`config.mk`:
```
export PLATFORM = sky130hd
export DESIGN_NAME = half_bridge_fault_status_bank
export DESIGN_NICKNAME = d
export VERILOG_FILES = /design/src/core/fault_status_pkg.sv /design/src/core/fault_flag_latch.sv /design/src/core/half_bridge_fault_status_bank.sv
export SDC_FILE = /design/constraint.sdc
export NUM_CORES = 1
export LEC_CHECK = 0
export ABC_AREA = 1
export BUFFER_PORTS_ARGS = -buffer_cell sky130_fd_sc_hd__buf_4
export CORE_MARGIN = 10
export CORE_UTILIZATION = 47
export CTS_CLUSTER_SIZE = 12
export DETAILED_ROUTE_END_ITERATION = 8
export GPL_TIMING_DRIVEN = 0
export PLACE_DENSITY = 0.83
export SYNTH_ARGS = -nofsm -noshare
export SYNTH_HDL_FRONTEND = slang
export SYNTH_SLANG_ARGS = --single-unit
```
`constraint.sdc`:
```
create_clock -name i_core_clk -period 1.72 [get_ports i_core_clk]
set_input_delay 0.086 -clock i_core_clk [delete_from_list [all_inputs] [get_ports i_core_clk]]
set_output_delay 0.086 -clock i_core_clk [all_outputs]
set_load 0.05 [all_outputs]
```
`src/core/fault_status_pkg.sv`:
```
// Constants shared by the half-bridge fault status bank, its assertion monitor and its testbench
package fault_status_pkg;

    // Address byte layout: operation bit, five-bit code, tail bit, fixed bit
    localparam int ADDR_OP_POS = 7;
    localparam int ADDR_CODE_MSB = 6;
    localparam int ADDR_CODE_LSB = 2;
    localparam int ADDR_TAIL_POS = 1;
    localparam logic OP_READ = 1'h0;

    // Five-bit register codes placed between operation bit and tail bits
    localparam logic [4:0] CODE_OC_9_UP = 5'h1E;
    localparam logic [4:0] CODE_OL_1_4 = 5'h01;
    localparam logic [4:0] CODE_OL_5_8 = 5'h11;
    localparam logic [4:0] CODE_OL_9_UP = 5'h09;

    // Register width, reset value and reserved upper nibble
    localparam int REG_W = 8;
    localparam logic [7:0] FLAGS_RESET = 8'h00;
    localparam logic [7:0] RESERVED_UPPER_MASK = 8'hF0;

    // First bridge number held by each register
    localparam int FIRST_BRIDGE_1_4 = 1;
    localparam int FIRST_BRIDGE_5_8 = 5;
    localparam int FIRST_BRIDGE_9_UP = 9;

    // Field positions inside a register holding bridges b..b+3
    localparam int POS_LOW_FIRST = 0;
    localparam int POS_HIGH_FIRST = 1;
    localparam int POS_LOW_SECOND = 2;
    localparam int POS_HIGH_SECOND = 3;

    // Documented bridge count of the full variant
    localparam int BRIDGES_FULL = 10;

    // Reset synchroniser depth
    localparam int RST_SYNC_STAGES = 2;

endpackage

```
`src/core/fault_flag_latch.sv`:
```
// Sticky fault flag latch with clear on read, where a new fault wins
`timescale 1ns/1ps
module fault_flag_latch #(
    parameter int WIDTH = 8
) (
    input wire logic i_core_clk,
    input wire logic i_rst_n,
    input wire logic [WIDTH-1:0] i_set,
    input wire logic [WIDTH-1:0] i_keep_mask,
    input wire logic i_clear,
    output logic [WIDTH-1:0] o_flags
);

    logic [WIDTH-1:0] flags_r;
    logic [WIDTH-1:0] flags_nxt;

    // Clear drops the old flags, a set arriving in the same cycle survives
    assign flags_nxt = ((i_clear ? '0 : flags_r) | i_set) & i_keep_mask;

    // Flags hold until read, starting from no fault
    always_ff @(posedge i_core_clk or negedge i_rst_n) begin
        if (!i_rst_n) begin
            flags_r <= '0;
        end else begin
            flags_r <= flags_nxt;
        end
    end

    assign o_flags = flags_r;

endmodule

```
`src/core/half_bridge_fault_status_bank.sv`:
```
// Read-to-clear overcurrent and open-load status bank for ten half-bridges
//
// Function
// - High-side overcurrent on bridge 9 or 10 latches D1/D3 and switches it off.
// - Low-side overcurrent on bridge 9 or 10 latches D0/D2 and switches it off.
// - Upper four bits of the bridge 9-up overcurrent register always read zero.
// - Bits of absent bridges on smaller variants always read zero.
// - Bridges 1-4 open load: high side bit 2n-1, low side bit 2n-2.
// - Bridges 5-8 open load: high odd bit, low even bit, bridge 5 lowest.
// - Bridges 9-10 open load in low nibble; upper nibble reads zero.
// - All flags are zero after reset.
// - Code 111 10 in the address byte selects the bridge 9-up overcurrent register.
// - Codes 000 01, 100 01, 010 01 select the three open-load registers.
// - Global load error is the OR of all fault flags, clears with them.
`timescale 1ns/1ps
module half_bridge_fault_status_bank #(
    parameter int NUM_BRIDGES = fault_status_pkg::BRIDGES_FULL
) (
    input wire logic i_core_clk,
    input wire logic i_resetn,
    // Register access from the serial frame decoder
    input wire logic i_access_strobe,
    input wire logic [7:0] i_addr_byte,
    output logic [7:0] o_read_data,
    output logic o_read_valid,
    output logic o_addr_hit,
    // Analog fault detectors, level, one bit per bridge (open load bit 0 = bridge 1, overcurrent bit 0 = bridge 9)
    input wire logic [9:0] i_open_load_high,
    input wire logic [9:0] i_open_load_low,
    input wire logic [1:0] i_overcurrent_high,
    input wire logic [1:0] i_overcurrent_low,
    // Switch on requests for bridges 9 and 10 (bit 0 = bridge 9)
    input wire logic [1:0] i_switch_high_cmd,
    input wire logic [1:0] i_switch_low_cmd,
    output logic [1:0] o_switch_high_on,
    output logic [1:0] o_switch_low_on,
    // Fault flags held by the other status registers of the device
    input wire logic i_other_load_error,
    output logic o_global_load_error_flag
);

    // Reset release through two flip-flops
    logic [fault_status_pkg::RST_SYNC_STAGES-1:0] rst_sync_r;
    logic rst_n;

    always_ff @(posedge i_core_clk or negedge i_resetn) begin
        if (!i_resetn) begin
            rst_sync_r <= '0;
        end else begin
            rst_sync_r <= {rst_sync_r[fault_status_pkg::RST_SYNC_STAGES-2:0], 1'b1};
        end
    end

    assign rst_n = rst_sync_r[fault_status_pkg::RST_SYNC_STAGES-1];

    // Interleave four high/low pairs: high in odd bits, low in even bits
    function automatic logic [7:0] pack_pairs(input logic [3:0] high, input logic [3:0] low);
        logic [7:0] packed_bits;
        packed_bits = fault_status_pkg::FLAGS_RESET;
        for (int k = 0; k < 4; k++) begin
            packed_bits[2*k+1] = high[k];
            packed_bits[2*k] = low[k];
        end
        return packed_bits;
    endfunction

    // Mask of bits whose bridges exist on this variant
    function automatic logic [7:0] bridge_mask(input int first_bridge);
        logic [7:0] mask;
        mask = fault_status_pkg::FLAGS_RESET;
        for (int k = 0; k < 4; k++) begin
            if (first_bridge + k <= NUM_BRIDGES) begin
                mask[2*k+1] = 1'b1;
                mask[2*k] = 1'b1;
            end
        end
        return mask;
    endfunction

    // Masks per register, the upper nibble of the 9-up registers always dropped
    localparam logic [7:0] MASK_1_4 = bridge_mask(fault_status_pkg::FIRST_BRIDGE_1_4);
    localparam logic [7:0] MASK_5_8 = bridge_mask(fault_status_pkg::FIRST_BRIDGE_5_8);
    localparam logic [7:0] MASK_9_UP = bridge_mask(fault_status_pkg::FIRST_BRIDGE_9_UP)
        & ~fault_status_pkg::RESERVED_UPPER_MASK;

    // Address byte fields
    wire logic op_bit;
    wire logic [4:0] addr_code;
    assign op_bit = i_addr_byte[fault_status_pkg::ADDR_OP_POS];
    assign addr_code = i_addr_byte[fault_status_pkg::ADDR_CODE_MSB:fault_status_pkg::ADDR_CODE_LSB];

    // Register selects
    wire logic sel_oc_9_up;
    wire logic sel_ol_1_4;
    wire logic sel_ol_5_8;
    wire logic sel_ol_9_up;
    wire logic is_read;

    assign sel_oc_9_up = (addr_code == fault_status_pkg::CODE_OC_9_UP);
    assign sel_ol_1_4 = (addr_code == fault_status_pkg::CODE_OL_1_4);
    assign sel_ol_5_8 = (addr_code == fault_status_pkg::CODE_OL_5_8);
    assign sel_ol_9_up = (addr_code == fault_status_pkg::CODE_OL_9_UP);

    assign is_read = i_access_strobe && (op_bit == fault_status_pkg::OP_READ);

    // Clear strobes, only on a read of the selected register
    wire logic clr_oc_9_up;
    wire logic clr_ol_1_4;
    wire logic clr_ol_5_8;
    wire logic clr_ol_9_up;

    assign clr_oc_9_up = is_read && sel_oc_9_up;
    assign clr_ol_1_4 = is_read && sel_ol_1_4;
    assign clr_ol_5_8 = is_read && sel_ol_5_8;
    assign clr_ol_9_up = is_read && sel_ol_9_up;

    // Detector inputs arranged into register bit order
    wire logic [7:0] set_oc_9_up;
    wire logic [7:0] set_ol_1_4;
    wire logic [7:0] set_ol_5_8;
    wire logic [7:0] set_ol_9_up;

    // high-side overcurrent into D1 and D3
    // low-side overcurrent into D0 and D2
    assign set_oc_9_up = pack_pairs({2'h0, i_overcurrent_high}, {2'h0, i_overcurrent_low});
    // bridges 1-4, bit 2n-1 high and 2n-2 low
    assign set_ol_1_4 = pack_pairs(i_open_load_high[3:0], i_open_load_low[3:0]);
    // bridges 5-8, bridge 5 at D1/D0
    assign set_ol_5_8 = pack_pairs(i_open_load_high[7:4], i_open_load_low[7:4]);
    // bridges 9-10 in the low nibble
    assign set_ol_9_up = pack_pairs({2'h0, i_open_load_high[9:8]}, {2'h0, i_open_load_low[9:8]});

    // Latched flags of the four registers
    logic [7:0] flags_oc_9_up;
    logic [7:0] flags_ol_1_4;
    logic [7:0] flags_ol_5_8;
    logic [7:0] flags_ol_9_up;

    // reserved nibble forced to zero by the keep mask
    fault_flag_latch #(
        .WIDTH(fault_status_pkg::REG_W)
    ) u_latch_oc_9_up (
        .i_core_clk(i_core_clk),
        .i_rst_n(rst_n),
        .i_set(set_oc_9_up),
        .i_keep_mask(MASK_9_UP),
        .i_clear(clr_oc_9_up),
        .o_flags(flags_oc_9_up)
    );

    // absent bridges masked off in every register
    fault_flag_latch #(
        .WIDTH(fault_status_pkg::REG_W)
    ) u_latch_ol_1_4 (
        .i_core_clk(i_core_clk),
        .i_rst_n(rst_n),
        .i_set(set_ol_1_4),
        .i_keep_mask(MASK_1_4),
        .i_clear(clr_ol_1_4),
        .o_flags(flags_ol_1_4)
    );

    fault_flag_latch #(
        .WIDTH(fault_status_pkg::REG_W)
    ) u_latch_ol_5_8 (
        .i_core_clk(i_core_clk),
        .i_rst_n(rst_n),
        .i_set(set_ol_5_8),
        .i_keep_mask(MASK_5_8),
        .i_clear(clr_ol_5_8),
        .o_flags(flags_ol_5_8)
    );

    // upper nibble of the 9-up open-load register held at zero
    fault_flag_latch #(
        .WIDTH(fault_status_pkg::REG_W)
    ) u_latch_ol_9_up (
        .i_core_clk(i_core_clk),
        .i_rst_n(rst_n),
        .i_set(set_ol_9_up),
        .i_keep_mask(MASK_9_UP),
        .i_clear(clr_ol_9_up),
        .o_flags(flags_ol_9_up)
    );

    // Read multiplexer; unknown codes return zero
    wire logic [7:0] read_mux;
    wire logic hit;

    assign hit = sel_oc_9_up | sel_ol_1_4 | sel_ol_5_8 | sel_ol_9_up;
    assign read_mux = sel_oc_9_up ? flags_oc_9_up :
                      sel_ol_1_4 ? flags_ol_1_4 :
                      sel_ol_5_8 ? flags_ol_5_8 :
                      sel_ol_9_up ? flags_ol_9_up :
                      fault_status_pkg::FLAGS_RESET;

    // Read data, valid and hit registers
    logic [7:0] read_data_r;
    logic read_valid_r;
    logic addr_hit_r;

    // data captured before the clear takes effect
    always_ff @(posedge i_core_clk or negedge rst_n) begin
        if (!rst_n) begin
            read_data_r <= fault_status_pkg::FLAGS_RESET;
            read_valid_r <= 1'b0;
            addr_hit_r <= 1'b0;
        end else begin
            read_valid_r <= is_read;
            if (is_read) begin
                read_data_r <= read_mux;
                addr_hit_r <= hit;
            end
        end
    end

    assign o_read_data = read_data_r;
    assign o_read_valid = read_valid_r;
    assign o_addr_hit = addr_hit_r;

    // Overcurrent shutdown terms for bridges 9 and 10
    wire logic [1:0] oc_high_latched;
    wire logic [1:0] oc_low_latched;
    wire logic [1:0] present_9_up;
    wire logic [1:0] high_off;
    wire logic [1:0] low_off;

    assign oc_high_latched = {flags_oc_9_up[fault_status_pkg::POS_HIGH_SECOND],
                              flags_oc_9_up[fault_status_pkg::POS_HIGH_FIRST]};
    assign oc_low_latched = {flags_oc_9_up[fault_status_pkg::POS_LOW_SECOND],
                             flags_oc_9_up[fault_status_pkg::POS_LOW_FIRST]};
    assign present_9_up = {MASK_9_UP[fault_status_pkg::POS_HIGH_SECOND],
                           MASK_9_UP[fault_status_pkg::POS_HIGH_FIRST]};

    // high side held off while detected or latched
    assign high_off = i_overcurrent_high | oc_high_latched | ~present_9_up;
    // low side held off while detected or latched
    assign low_off = i_overcurrent_low | oc_low_latched | ~present_9_up;

    // Switch drive registers
    logic [1:0] switch_high_on_r;
    logic [1:0] switch_low_on_r;

    // open-load flags take no part in the switch gating
    always_ff @(posedge i_core_clk or negedge rst_n) begin
        if (!rst_n) begin
            switch_high_on_r <= 2'h0;
            switch_low_on_r <= 2'h0;
        end else begin
            switch_high_on_r <= i_switch_high_cmd & ~high_off;
            switch_low_on_r <= i_switch_low_cmd & ~low_off;
        end
    end

    assign o_switch_high_on = switch_high_on_r;
    assign o_switch_low_on = switch_low_on_r;

    // Global load error, combinational so it drops as soon as flags clear
    wire logic any_local_fault;

    assign any_local_fault = (|flags_oc_9_up) | (|flags_ol_1_4) |
                             (|flags_ol_5_8) | (|flags_ol_9_up);
    assign o_global_load_error_flag = any_local_fault | i_other_load_error;

endmodule

```
Yosys cells after proc, flatten, opt, wreduce, memory -nomap -nowiden
Index checks and enable logic that the tools add are counted.
Widths: inputs -> output; s select.
- eq/ne operators: 4
- multiplexer cells: 8
- bitwise logic cells: 18
- reduce and logical (&&, ||, !) cells: 9
- operators by type and width (cell ; number):
    $mux 8 ; 5
    $or 8x8->8 ; 2
    $reduce_or 8->1 ; 2
    $mux 4 ; 3
    $eq 5x5->1 const B ; 2
    $or 4x4->4 ; 2
    $reduce_or 4->1 ; 2
    $or 1x1->1 ; 7
    $eq 5x1->1 const B ; 1
    $eq 5x4->1 const B ; 1
    $logic_and 1x1->1 ; 5
    $and 2x2->2 ; 2
    $not 2->2 ; 2
    $or 2x2->2 ; 2
    $not 1->1 ; 1
- flip-flop bits (word level): 40
- bits of input ports: 40
- output and inout bits: 15
- word-level logic and storage cells: 49

Logic depth before layout (Yosys ltp)
Gate-level depths: netlist (run 1).
- depth in word-level cells: 5
- gate-level depth with buffers: 8
- gate-level depth less buffers: 7

Hierarchy
From an unflattened synthesis (run 1), not the netlist that was laid out.
- cells, all modules: 329
- area, all modules: 2568.7 sq um
- modules (own cells, without submodules) (module ; times used ; cells an instance ; area an instance (sq um) ; seq. area each (sq um)):
    fault_flag_latch ; 4 ; 41 ; 364.1 ; 200.2
    half_bridge_fault_status_bank ; 1 ; 165 ; 1112.3 ; 400.4

Worst setup path after synthesis (run 1)
Ideal clock, no wire load.
- path kind: register to output
- from: reg u_latch_oc_9_up.flags_r[0], in the netlist u_latch_oc_9_up.o_flags[0]
- to: out o_global_load_error_flag
- arrival: 1.126 ns
- required time: 1.634 ns
- path slack: 0.508 ns
- stages on the path, launching flop included: 5
- buffers on the path: 0
- path through: dfrtp_1 > nor2_1 > nand3_1 > nor2_1 > nand4_1
- longest elaborated chain between the ends: 5
- RTL lines (element ; RTL line ; source):
    start: declaration ; fault_flag_latch.sv:14 ; logic [WIDTH-1:0] flags_r;
    start signal: assignment ; fault_flag_latch.sv:25 ; flags_r <= flags_nxt;
    $reduce_or 4->1 ; half_bridge_fault_status_bank.sv:261 ; assign any_local_fault = (|flags_oc_9_up) | (|flags_ol_1_4) |
    $or 1x1->1 (2 in series) ; half_bridge_fault_status_bank.sv:261 ;
    $or 1x1->1 ; half_bridge_fault_status_bank.sv:262 ; (|flags_ol_5_8) | (|flags_ol_9_up);
    $or 1x1->1 ; half_bridge_fault_status_bank.sv:263 ; assign o_global_load_error_flag = any_local_fault | i_other_load_error;
    end: declaration ; half_bridge_fault_status_bank.sv:39 ; output logic o_global_load_error_flag
No other way between the ends.

Final worst setup path (run 1)
Ends and elaborated chain as after synthesis.

==> results.md, run 1 <==
* Internal Power at 1.387 mW
* Comb power frac at 15.6%
* Critical-path cell list: nor2_1 > nand3_1 > nor2_1 > nand4_1 > buf_4
* # setup viols final at 0
* Rel. slew slack at 46.84%
* Cell variety after synth at 23
* RSZ-0062 raised after global routing: no
* Clock transition at path regs at 70 ps
* CP peak stage delay at 420 ps
* Starting DRC count in detailed routing at 57
* Syn Area/Cell at 9.680 sq um
* Crit. End Element: output pin
* Wire per inst at 14.26 um
* Pin count of the biggest net entering global routing at 39
* Port bufs at 51
* Critical Path RT at 1630 ps
* CTS sink count at 40
* Diodes inserted at 0
* Via density at 4.913
* Clk_lat worst skew at 290 ps
* Reg2reg start: u_latch_ol_5_8.o_flags[2]$_DFF_PN0_
* Final Non-Filler Cells at 321
* Max clock buf depth at 2
* Initial core utilization at 49.49%
* Highest-delay cell along the critical path: dfrtp_1
* PwrDens at 722.0 mW/mm^2
* TNS Setup at 0 ps
* Maximum capacitance violations at 0
* Die Wd at 82.56 um
* HP Start: i_overcurrent_high[1]
* Fin crit share at 85.71%
* Maximum fanout along the worst path at 4
* Clock power share at 31.8%
* Synthesized instance count at 190
* Post-CTS sizing at 0
* Share of cells above drive strength 1 at 28.94%
* Worst Setup SP: u_latch_oc_9_up.o_flags[0]$_DFF_PN0_
* Vias in the first global route at 1680
* Sequential-to-total area share from yosys stat at 54.42%
* Multi-input gate area at 740.7 sq um
* Post-synthesis cell area at 0.001839 sq mm
* Vias at 1577
* Min Tclk post-route at 1474 ps
* FF+latch area at 0.001002 sq mm
* VDD IR max at 573.1 uV
* Slew @ Worst Pin at 797.4 ps
* Core ar. at 0.003716 sq mm
* Routed WL at 4.577 mm
* Leak at 1.251 nW
* Setup Skew at 7.555 ps
* DRC at 0
* Fillers at 300
* CP startpoint kind: flop
* CTS HTree Levels at 2
* CTS tree: yes
* DP HPWL at 3.325 mm
* Slew Viols, Final at 0
* Setup CP Type: flop to output pin
* Global placer's final weighted congestion at 0.8682
* Sw Share at 26.23%
* Antenna-violating nets left at 0
* Hold WC Path Type: input pin to flop
* Critical Path Most Common Cell: nor2_1
* Yosys warnings at 0
* Peak Freq at 0.6783 GHz
* Syn_nets at 230
* Layout Nets at 312
* P_sw at 0.4934 mW
* DR pass1 iterations at 4
* Final Hold Vio Count at 0
* Tot GR Track Use at 14.47%
* Number of CTS-inserted buffers at 5
* Die Area at 0.006815 sq mm
* Placed insts at 289
* Seq cells post-synth at 40
* Die Ht at 82.56 um
* Arrival time at the worst endpoint at 1390 ps
* Sequential share of power at 52.6%
* GRT overflow at 0
* # rows at 22
* # IOs at 55
* Status: completed
* First-pass GRT wire length at 7.741 mm
* Synthesis-to-layout area growth at 41.63%
* Root Driver: clkbuf_8
* Antenna violations before repair at 0
-- final cells by class --
cell class	count	share of cell area, %
sequential	40	38.47
multi-input combinational	126	28.43
timing repair buffer	75	23.92
inverter	22	3.170
clock buffer	7	2.930
tap	48	2.305
buffer	2	0.5764
clock inverter	1	0.1921
-- synth_stat cells --
cell | number | area [sq um]
a21o_1 | 14 | 105.1
buf_4 | 2 | 15.01
conb_1 | 1 | 3.750
dfrtp_1 | 40 | 1001
inv_1 | 20 | 75.07
inv_2 | 2 | 7.510
nand2_1 | 39 | 146.4
nand3_1 | 15 | 75.07
nand3_2 | 1 | 10.01
nand3_4 | 1 | 17.52
nand4_1 | 6 | 37.54
nand4_4 | 1 | 21.27
nor2_1 | 21 | 78.83
nor2_2 | 1 | 6.260
nor2_4 | 3 | 33.78
nor2_8 | 1 | 20.02
nor3_1 | 1 | 5.000
nor3_2 | 1 | 10.01
nor3b_1 | 3 | 22.52
o211ai_1 | 4 | 30.03
o21ai_1 | 4 | 20.02
o21bai_1 | 1 | 7.510
o21bai_2 | 8 | 90.09
-- critical path: cells and delay by family (launching register included) --
| kind | cells | cell delay [ps] |
|---|---|---|
| buf+inv | 1 | 220 |
| simple gates | 4 | 450 |
| flops | 1 | 420 |
-- worst paths after layout --
| check | end | slack (ps) | cells past startpoint |
|---|---|---|---|
| setup reg to reg | o_read_data[2]$_DFFE_PN0P_ | 830 | 4 |
| min in group asynchronous | rst_sync_r[1]$_DFF_PN0_ | 110 | 2 |
| hold / removal | u_latch_oc_9_up.o_flags[3]$_DFF_PN0_ | 20 | 3 |
| max in group asynchronous | o_read_data[3]$_DFFE_PN0P_ | 850 | 0 |
| setup / recovery | o_global_load_error_flag | 250 | 5 |
| hold reg to reg | u_latch_ol_1_4.o_flags[5]$_DFF_PN0_ | 360 | 0 |
-- registers in the layout, summed over array words and instances, names as in the netlist --
register                 flops
o_addr_hit                   1
o_read_data                  8
u_latch_ol_9_up.o_flags      4
u_latch_ol_5_8.o_flags       8
u_latch_oc_9_up.o_flags      4
o_switch_high_on             2
o_switch_low_on              2
u_latch_ol_1_4.o_flags       8
rst_sync_r                   2
o_read_valid                 1
-- timing repair --
item                                   CTS  global route
hold buffers                            24             0
setup endpoints to repair                0             0
buffers inserted                         0             0
endpoints found under the hold margin   27             0
-- metal layers --
| layer | share of wire [%] | wire length (um) | track usage, % |
|---|---|---|---|
| met5 | 0 | 0 | 0 |
| met1 | 43 | 1975 | 16.92 |
| met4 | 0.46 | 21 | 2.007 |
| met3 | 7.1 | 326 | 5.508 |
| met2 | 49 | 2254 | 25.27 |
-- power groups by stage --
stage | logic (mW) | clock network, mW | registers (mW)
after global routing | 0.317 | 0.644 | 0.996
after detailed placement | 0.248 | 0 | 1.01
final | 0.293 | 0.599 | 0.989
after floorplan | 0.0780 | 0 | 1.06
after CTS | 0.292 | 0.609 | 0.991
after global placement | 0.244 | 0 | 1.01
-- kinds of logic (layout without fill, tap and decap cells) --
family,Yosys count,count (layout),share of synthesized area (%)
AOI/OAI and AO/OA,31,31,13.74
DFF,40,40,54.42
other,1,1,0.2039
and+or+nand+nor,94,94,26.33
buffers and inverters,24,107,5.306
-- cells in the final DEF, fill, tap and decap left out, drive strengths merged --
| cell type | count |
|---|---|
| a21o | 14 |
| buf | 53 |
| clkbuf | 7 |
| clkinv | 1 |
| conb | 1 |
| dfrtp | 40 |
| dlygate4sd3 | 24 |
| inv | 22 |
| nand2 | 39 |
| nand3 | 17 |
| nand4 | 7 |
| nor2 | 26 |
| nor3 | 2 |
| nor3b | 3 |
| o211ai | 4 |
| o21ai | 4 |
| o21bai | 9 |
-- stage by stage --
stage	cell area [sq um]	setup WS (ps)	utilization [%]	hold WS, ps	power (mW)
floorplan	1839	508.3	-	-209.6	1.137
global placement	2282	151.0	61.41	-131.4	1.251
detailed placement	2283	568.4	61.45	-131.4	1.258
CTS	2605	264.1	70.10	3.941	1.891
global route	2605	149.1	70.10	24.51	1.956
finish	2605	245.8	70.10	15.73	1.881
Note: power is estimated with default switching activity, not from simulation.
==> run 2: changes to the inputs <==
--- a/config.mk
+++ b/config.mk
@@ -6,12 +6,14 @@
 export NUM_CORES = 1
 export LEC_CHECK = 0
 export ABC_AREA = 1
+export ABC_CLOCK_PERIOD_IN_PS = 1720
 export BUFFER_PORTS_ARGS = -buffer_cell sky130_fd_sc_hd__buf_4
 export CORE_MARGIN = 10
 export CORE_UTILIZATION = 47
 export CTS_CLUSTER_SIZE = 12
 export DETAILED_ROUTE_END_ITERATION = 8
 export GPL_TIMING_DRIVEN = 0
+export HOLD_SLACK_MARGIN = 0.06
 export PLACE_DENSITY = 0.83
 export SYNTH_ARGS = -nofsm -noshare
 export SYNTH_HDL_FRONTEND = slang
==> constraint.sdc (replaced) <==
create_clock -name i_core_clk -period 1.72 [get_ports i_core_clk]
set_input_delay 0.086 -clock i_core_clk [delete_from_list [all_inputs] [get_ports i_core_clk]]
set_output_delay 0.086 -clock i_core_clk [all_outputs]
set_load 0.02 [all_outputs]
==> run 2 against run 1 <==
Effect of this change:
- via count increased by 0.63%
- final cell count increased by 1.6%
- critical endpoint unchanged
- utilization increased by 1.3 points
- routed wire length increased by 1.3%
- clock skew about the same
- power decreased by 1.8%
- flip-flop and latch count unchanged
- global-route usage increased by 0.18 points
- sequential power about the same
- clock-buffer cell count unchanged
- highest routed layer unchanged
==> results.md, run 2 (same netlist as run 1, synthesis figures left out) <==
* Post-CTS sizing at 0 (unchanged)
* Global placer's final weighted congestion at 0.8682 (unchanged)
* Layout Nets at 317 (+1.6%)
* Leak at 1.281 nW (+2.3%)
* Root Driver: clkbuf_8
* Highest-delay cell along the critical path: dfrtp_1
* Diodes inserted at 0 (unchanged)
* TNS Setup at 0 ps (unchanged)
* Max clock buf depth at 2 (unchanged)
* Setup Skew at 7.978 ps (+0.4225 ps)
* Slew @ Worst Pin at 802.4 ps (+5.049 ps)
* Postcts setup bufs at 0 (unchanged)
* DP HPWL at 3.325 mm (unchanged)
* CP peak stage delay at 420 ps (about the same)
* Min Tclk post-route at 1441 ps (-33.39 ps)
* Vias at 1587 (+0.63%)
* Die Ht at 82.56 um (unchanged)
* Initial core utilization at 49.49% (unchanged)
* Die Wd at 82.56 um (unchanged)
* # rows at 22 (unchanged)
* Final Non-Filler Cells at 326 (+1.6%)
* Final total power at 1.846 mW (-1.8%)
* Crit. End Element: output pin
* Vias in the first global route at 1716 (+2.1%)
* GRT overflow at 0 (unchanged)
* CTS HTree Levels at 2 (unchanged)
* Maximum capacitance violations at 0 (unchanged)
* DRC at 0 (unchanged)
* Status: completed
* Rel. slew slack at 46.50% (-0.34 points)
* RSZ-0062 raised after global routing: no
* Wire per inst at 14.22 um (-0.26%)
* Antenna violations before repair at 0 (unchanged)
* Final Hold Vio Count at 0 (unchanged)
* # IOs at 55 (unchanged)
* Starting DRC count in detailed routing at 70 (+23%)
* Slew Viols, Final at 0 (unchanged)
* Tot GR Track Use at 14.65% (+0.18 points)
* CTS sink count at 40 (unchanged)
* Commonest non-fill, non-tap cells in the layout: buf_4 (53), nand2_1 (39), dfrtp_1 (39)
* Routed WL at 4.636 mm (+1.3%)
* Share of cells above drive strength 1 at 28.42% (-0.52 points)
* WP buf/inv at 1 (unchanged)
* Synthesis-to-layout area growth at 44.35%
* Port bufs at 51 (unchanged)
* Arrival time at the worst endpoint at 1350 ps (-40 ps)
* Die Area at 0.006815 sq mm (unchanged)
* Fin crit share at 83.77% (-1.9 points)
* CP top delay family: simple AND/OR/NAND/NOR gates
* Number of CTS-inserted buffers at 5 (unchanged)
* Critical Path Most Common Cell: nor2_1
* Core ar. at 0.003716 sq mm (unchanged)
* Hold WC Path Type: input pin to async pin
* CTS Hold Bufs at 29 (+21%)
* First-pass GRT wire length at 7.852 mm (+1.4%)
* CP startpoint kind: flop
* Pin count of the biggest net entering global routing at 39 (unchanged)
* PwrDens at 695.4 mW/mm^2 (-3.7%)
* CTS tree: yes
* Critical-path cell list: nor2_1 > nand3_1 > nor2_1 > nand4_1 > buf_4
* Clk_lat worst skew at 290 ps (about the same)
* Commonest non-fill, non-tap cell in the layout: buf_4
* DR pass1 iterations at 4 (unchanged)
* Setup CP Type: flop to output pin
* Placed insts at 289 (unchanged)
* Clock transition at path regs at 80 ps (about the same)
* Maximum fanout along the worst path at 4 (unchanged)
* Antenna-violating nets left at 0 (unchanged)
* VDD IR max at 572.0 uV (-0.19%)
* Peak Freq at 0.6940 GHz (+2.3%)
* # setup viols final at 0 (unchanged)
* Critical Path RT at 1630 ps (about the same)
* Via density at 4.868 (-0.91%)
==> run 2: worst reg2reg max path: stages (launching register included) <==
cell	delay, ps
dfrtp_1	430
nor3b_1	190
dlygate4sd3_1	570
==> run 2: cell type report <==
cell class                 count  area (sq um)
inverter                      22         82.58
fill                         296          1061
multi-input combinational    126         740.7
sequential                    40          1002
buffer                         2         15.01
tap                           48         60.06
clock buffer                   7         76.32
clock inverter                 1         5.005
timing repair buffer          80         673.1
==> run 2: metrics by stage <==
step                hold WS, ps  util (%)  area, sq um  setup slack [ps]
global route              114.9     71.45         2655             182.3
floorplan                -209.6         -         1839             524.6
CTS                       90.10     71.45         2655             297.2
detailed placement       -131.4     61.45         2283             568.4
global placement         -131.4     61.41         2282             151.0
finish                    105.9     71.45         2655             279.2
==> run 2: where the power goes <==
group | internal (mW) | total (mW) | switching (mW)
Clock | 0.285 | 0.598 | 0.313
Combinational | 0.143 | 0.259 | 0.116
Sequential | 0.962 | 0.989 | 0.0275
Total | 1.39 | 1.85 | 0.456
==> run 2: worst paths after layout <==
path	start	to	slack (ps)	cells past startpoint
setup / recovery	u_latch_oc_9_up.o_flags[0]$_DFF_PN0_	o_global_load_error_flag	280	5
hold / removal	i_resetn	rst_sync_r[1]$_DFF_PN0_	110	2
setup reg to reg	u_latch_oc_9_up.o_flags[1]$_DFF_PN0_	o_switch_high_on[0]$_DFF_PN0_	470	2
hold reg to reg	rst_sync_r[1]$_DFF_PN0_	u_latch_ol_1_4.o_flags[5]$_DFF_PN0_	360	0
max in group asynchronous	rst_sync_r[1]$_DFF_PN0_	u_latch_oc_9_up.o_flags[0]$_DFF_PN0_	840	0
min in group i_core_clk	i_addr_byte[3]	o_addr_hit$_DFFE_PN0P_	160	4
==> run 2: per-layer routing <==
layer	global-route usage (%)	part of all wire, %
met4	2.007	0.45
met1	16.92	42
met3	5.724	7.7
met2	25.74	49
met5	0	0
==> run 3: changes to the inputs <==
--- a/config.mk
+++ b/config.mk
@@ -5,8 +5,8 @@
 export SDC_FILE = /design/constraint.sdc
 export NUM_CORES = 1
 export LEC_CHECK = 0
-export ABC_AREA = 1
-export ABC_CLOCK_PERIOD_IN_PS = 1720
+export ABC_AREA = 0
+export ABC_CLOCK_PERIOD_IN_PS = 1400
 export BUFFER_PORTS_ARGS = -buffer_cell sky130_fd_sc_hd__buf_4
 export CORE_MARGIN = 10
 export CORE_UTILIZATION = 47
@@ -14,7 +14,7 @@
 export DETAILED_ROUTE_END_ITERATION = 8
 export GPL_TIMING_DRIVEN = 0
 export HOLD_SLACK_MARGIN = 0.06
-export PLACE_DENSITY = 0.83
+export PLACE_DENSITY = 0.84
 export SYNTH_ARGS = -nofsm -noshare
 export SYNTH_HDL_FRONTEND = slang
 export SYNTH_SLANG_ARGS = --single-unit
==> constraint.sdc (replaced) <==
create_clock -name i_core_clk -period 1.4 [get_ports i_core_clk]
set_input_delay 0.07 -clock i_core_clk [delete_from_list [all_inputs] [get_ports i_core_clk]]
set_output_delay 0.07 -clock i_core_clk [all_outputs]
set_load 0.02 [all_outputs]
==> run 3 against run 2 <==
Effect of this change:
- the run now ends with negative setup slack left
- non-clock buffer count increased by 10
- flip-flop and latch count unchanged
- sequential share of layout area increased by 1.5 points
- synthesized cell count decreased by 31%
- critical path type unchanged
- die area decreased by 7.4%
- clock-buffer cell count decreased by 1
- routed wire length increased by 0.86%
- clock power decreased by 5.7%
- design area decreased by 3.9%
- first-iteration DRC count increased by 29%
- global-route usage increased by 1.2 points
- worst setup slack got worse by 500 ps
==> results.md, run 3 <==
* VDD IR max at 641.3 uV (+12%)
* Slew @ Worst Pin at 793.3 ps (-9.185 ps)
* Worst Setup SP: u_latch_oc_9_up.o_flags[2]$_DFF_PN0_
* EDFF count, synth at 0 (unchanged)
* Share of cells above drive strength 1 at 33.77% (+5.4 points)
* Final Hold Vio Count at 0 (unchanged)
* Antenna-violating nets left at 0 (unchanged)
* Setup CP Type: flop to output pin
* CP Capture Point: o_global_load_error_flag
* # rows at 21 (-4.5%)
* Via density at 5.299 (+8.9%)
* Post-route setup slack at -223.1 ps (-502.2 ps)
* Layout Nets at 267 (-16%)
* Max clock buf depth at 2 (unchanged)
* TNS Setup at -223.1 ps (-223.1 ps)
* Die Area at 0.006310 sq mm (-7.4%)
* Post-Route Utilization at 75.86% (+4.4 points)
* Antenna violations before repair at 0 (unchanged)
* Failing checks: negative setup slack
* PwrDens at 815.0 mW/mm^2 (+17%)
* Wire per inst at 17.07 um (+20%)
* Maximum fanout along the worst path at 2 (-2)
* Cell variety after synth at 29 (+26%)
* Hold WC Path Type: input pin to flop
* Pin count of the biggest net entering global routing at 39 (unchanged)
* Peak Freq at 0.6161 GHz
* Slew Viols, Final at 0 (unchanged)
* FF+latch area at 0.001002 sq mm (unchanged)
* Syn Area/Cell at 12.58 sq um (+30%)
* Post-synthesis cell area at 0.001660 sq mm (-9.7%)
* Count leader, synth: dfrtp_1
* Crit. End Element: output pin
* Synthesized instance count at 132 (-31%)
* Reg2reg start: u_latch_oc_9_up.o_flags[2]$_DFF_PN0_
* Main synth FF type: dfrtp_1
* GR Util met1 at 16.35% (-0.57 points)
* CTS sink count at 40 (unchanged)
* Die Wd at 79.44 um (-3.8%)
* Depth of the worst register-to-register path at 3 (+1)
* First-pass GRT wire length at 7.893 mm (+0.52%)
* Root Driver: clkbuf_4
* Port bufs at 51 (unchanged)
* Tot GR Track Use at 15.81% (+1.2 points)
* Clock transition at path regs at 110 ps (+30 ps)
* Multi-input gate area at 651.9 sq um (-12%)
* CTS HTree Levels at 2 (unchanged)
* Starting DRC count in detailed routing at 90 (+29%)
* Worst R2R End: o_switch_low_on[1]$_DFF_PN0_
* GR met3 Demand/Resource at 6.869% (+1.1 points)
* DRC at 0 (unchanged)
* R2R Setup Slk at 40 ps (-430 ps)
* Syn_nets at 172 (-25%)
* Diodes inserted at 0 (unchanged)
* GRT busiest layer: met2
* CTS tree: yes
* # IOs at 55 (unchanged)
* Die Ht at 79.44 um (-3.8%)
* Seq cells post-synth at 40 (unchanged)
* Initial core utilization at 49.37% (-0.13 points)
* Post-synth top area share at 60.29% (+5.9 points)
* Synthesis-to-layout area growth at 53.66%
* DR pass1 iterations at 4 (unchanged)
* Clk_lat worst skew at 350 ps (+60 ps)
* Number of CTS-inserted buffers at 5 (unchanged)
* # setup viols final at 1 (+1)
* Vias at 1452 (-8.5%)
* Maximum capacitance violations at 0 (unchanged)
* Setup Skew at 13.37 ps (+5.390 ps)
* Leak at 1.077 nW (-16%)
* RSZ-0062 raised after global routing: yes
* Status: finished with violations
* Top post-synthesis cells by area: dfrtp_1 (60%), a21o_1 (11%), mux2i_1 (3.0%)
* Global placer's final weighted congestion at 0.8816 (+1.5%)
* Leading area contributor after synthesis: dfrtp_1
* GRT overflow at 0 (unchanged)
* DP HPWL at 3.342 mm (+0.53%)
* Critical Path RT at 1330 ps (-300 ps)
* Routed WL at 4.676 mm (+0.86%)
* Sequential-to-total area share from yosys stat at 60.29% (+5.9 points)
* Vias in the first global route at 1674 (-2.4%)
* Synth cell count leaders: dfrtp_1 (40), a21o_1 (24), nand2_1 (9)
* Yosys warnings at 0 (unchanged)
* GR Util met2 at 28.24% (+2.5 points)
* Commonest non-fill, non-tap cells in the layout: buf_4 (54), dfrtp_1 (39), dlygate4sd3_1 (33)
* Fin crit share at 115.9%
* Arrival time at the worst endpoint at 1550 ps (+200 ps)
* Core ar. at 0.003363 sq mm (-9.5%)
* Rel. slew slack at 47.12% (+0.61 points)
* Commonest non-fill, non-tap cell in the layout: buf_4
* Fillers at 228 (-23%)
* Min Tclk post-route at 1623 ps
* Fraction of registers with async set/reset at 100.0% (unchanged)
* CP startpoint kind: flop
-- run 3: per-layer routing --
| metal | routed length, um | up-vias |
|---|---|---|
| met4 | 104 | 0 |
| met1 | 1822 | 701 |
| met3 | 344 | 9 |
| li1 | - | 683 |
| met5 | 0 | - |
| met2 | 2403 | 59 |
-- run 3: worst min-delay path by stage --
stage	start	cells past startpoint	to	slack (ps)
CTS	i_addr_byte[6]	4	o_read_data[2]$_DFFE_PN0P_	120
floorplan	i_resetn	0	rst_sync_r[0]$_DFF_PN0_	-230
finish	i_addr_byte[6]	4	o_read_data[2]$_DFFE_PN0P_	120
global route	i_addr_byte[6]	4	o_read_data[2]$_DFFE_PN0P_	120
detailed placement	i_resetn	1	rst_sync_r[0]$_DFF_PN0_	-150
global placement	i_resetn	1	rst_sync_r[1]$_DFF_PN0_	-150
-- run 3: layout make-up --
class / instances / share of cell area, %
plain buffers: 4 / 1.226
clock buffers: 6 / 1.618
clock inverters: 2 / 0.4904
inverters: 2 / 0.2943
multi-input cells: 86 / 25.55
flip-flops and latches: 40 / 39.28
well taps: 46 / 2.256
repair buffers: 88 / 29.28
-- run 3: cell families (layout without fill, tap and decap cells) --
family	Yosys count	in the layout	synth area share [%]
AO/OA/AOI/OAI	41	41	18.39
multiplexers	5	5	3.014
flip-flops	40	40	60.29
buffers and inverters	6	102	2.335
other	1	1	0.2259
AND/OR/NAND/NOR	39	39	15.75
-- run 3: stage by stage --
stage	hold slack (ps)	worst slack, ps	total power, mW	instance area (sq um)	cells
finish	124.4	-223.1	2.079	2551	274
global placement	-147.5	-131.7	1.459	2101	229
CTS	117.2	-230.2	2.090	2525	273
global route	119.4	-324.0	2.182	2551	274
floorplan	-225.6	204.6	1.325	1660	132
detailed placement	-145.7	130.6	1.468	2102	229
-- run 3: repair_timing --
item	4_1_cts	5_1_grt
buffers inserted	3	1
gates cloned	0	0
hold buffers	33	0
hold endpoints to repair	33	0
pin swaps	2	2
gates resized for setup	3	3
setup endpoints to repair	1	5
-- run 3: worst max-delay path, stage by stage, from the launching register on --
cell     delay (ps)
dfrtp_1         420
nor4_2          300
and4_1          220
nand4_1         100
buf_6           160
-- run 3: where the power goes --
group	switching, mW	internal, mW
registers	0.0367	1.18
logic	0.117	0.180
clock network	0.371	0.194
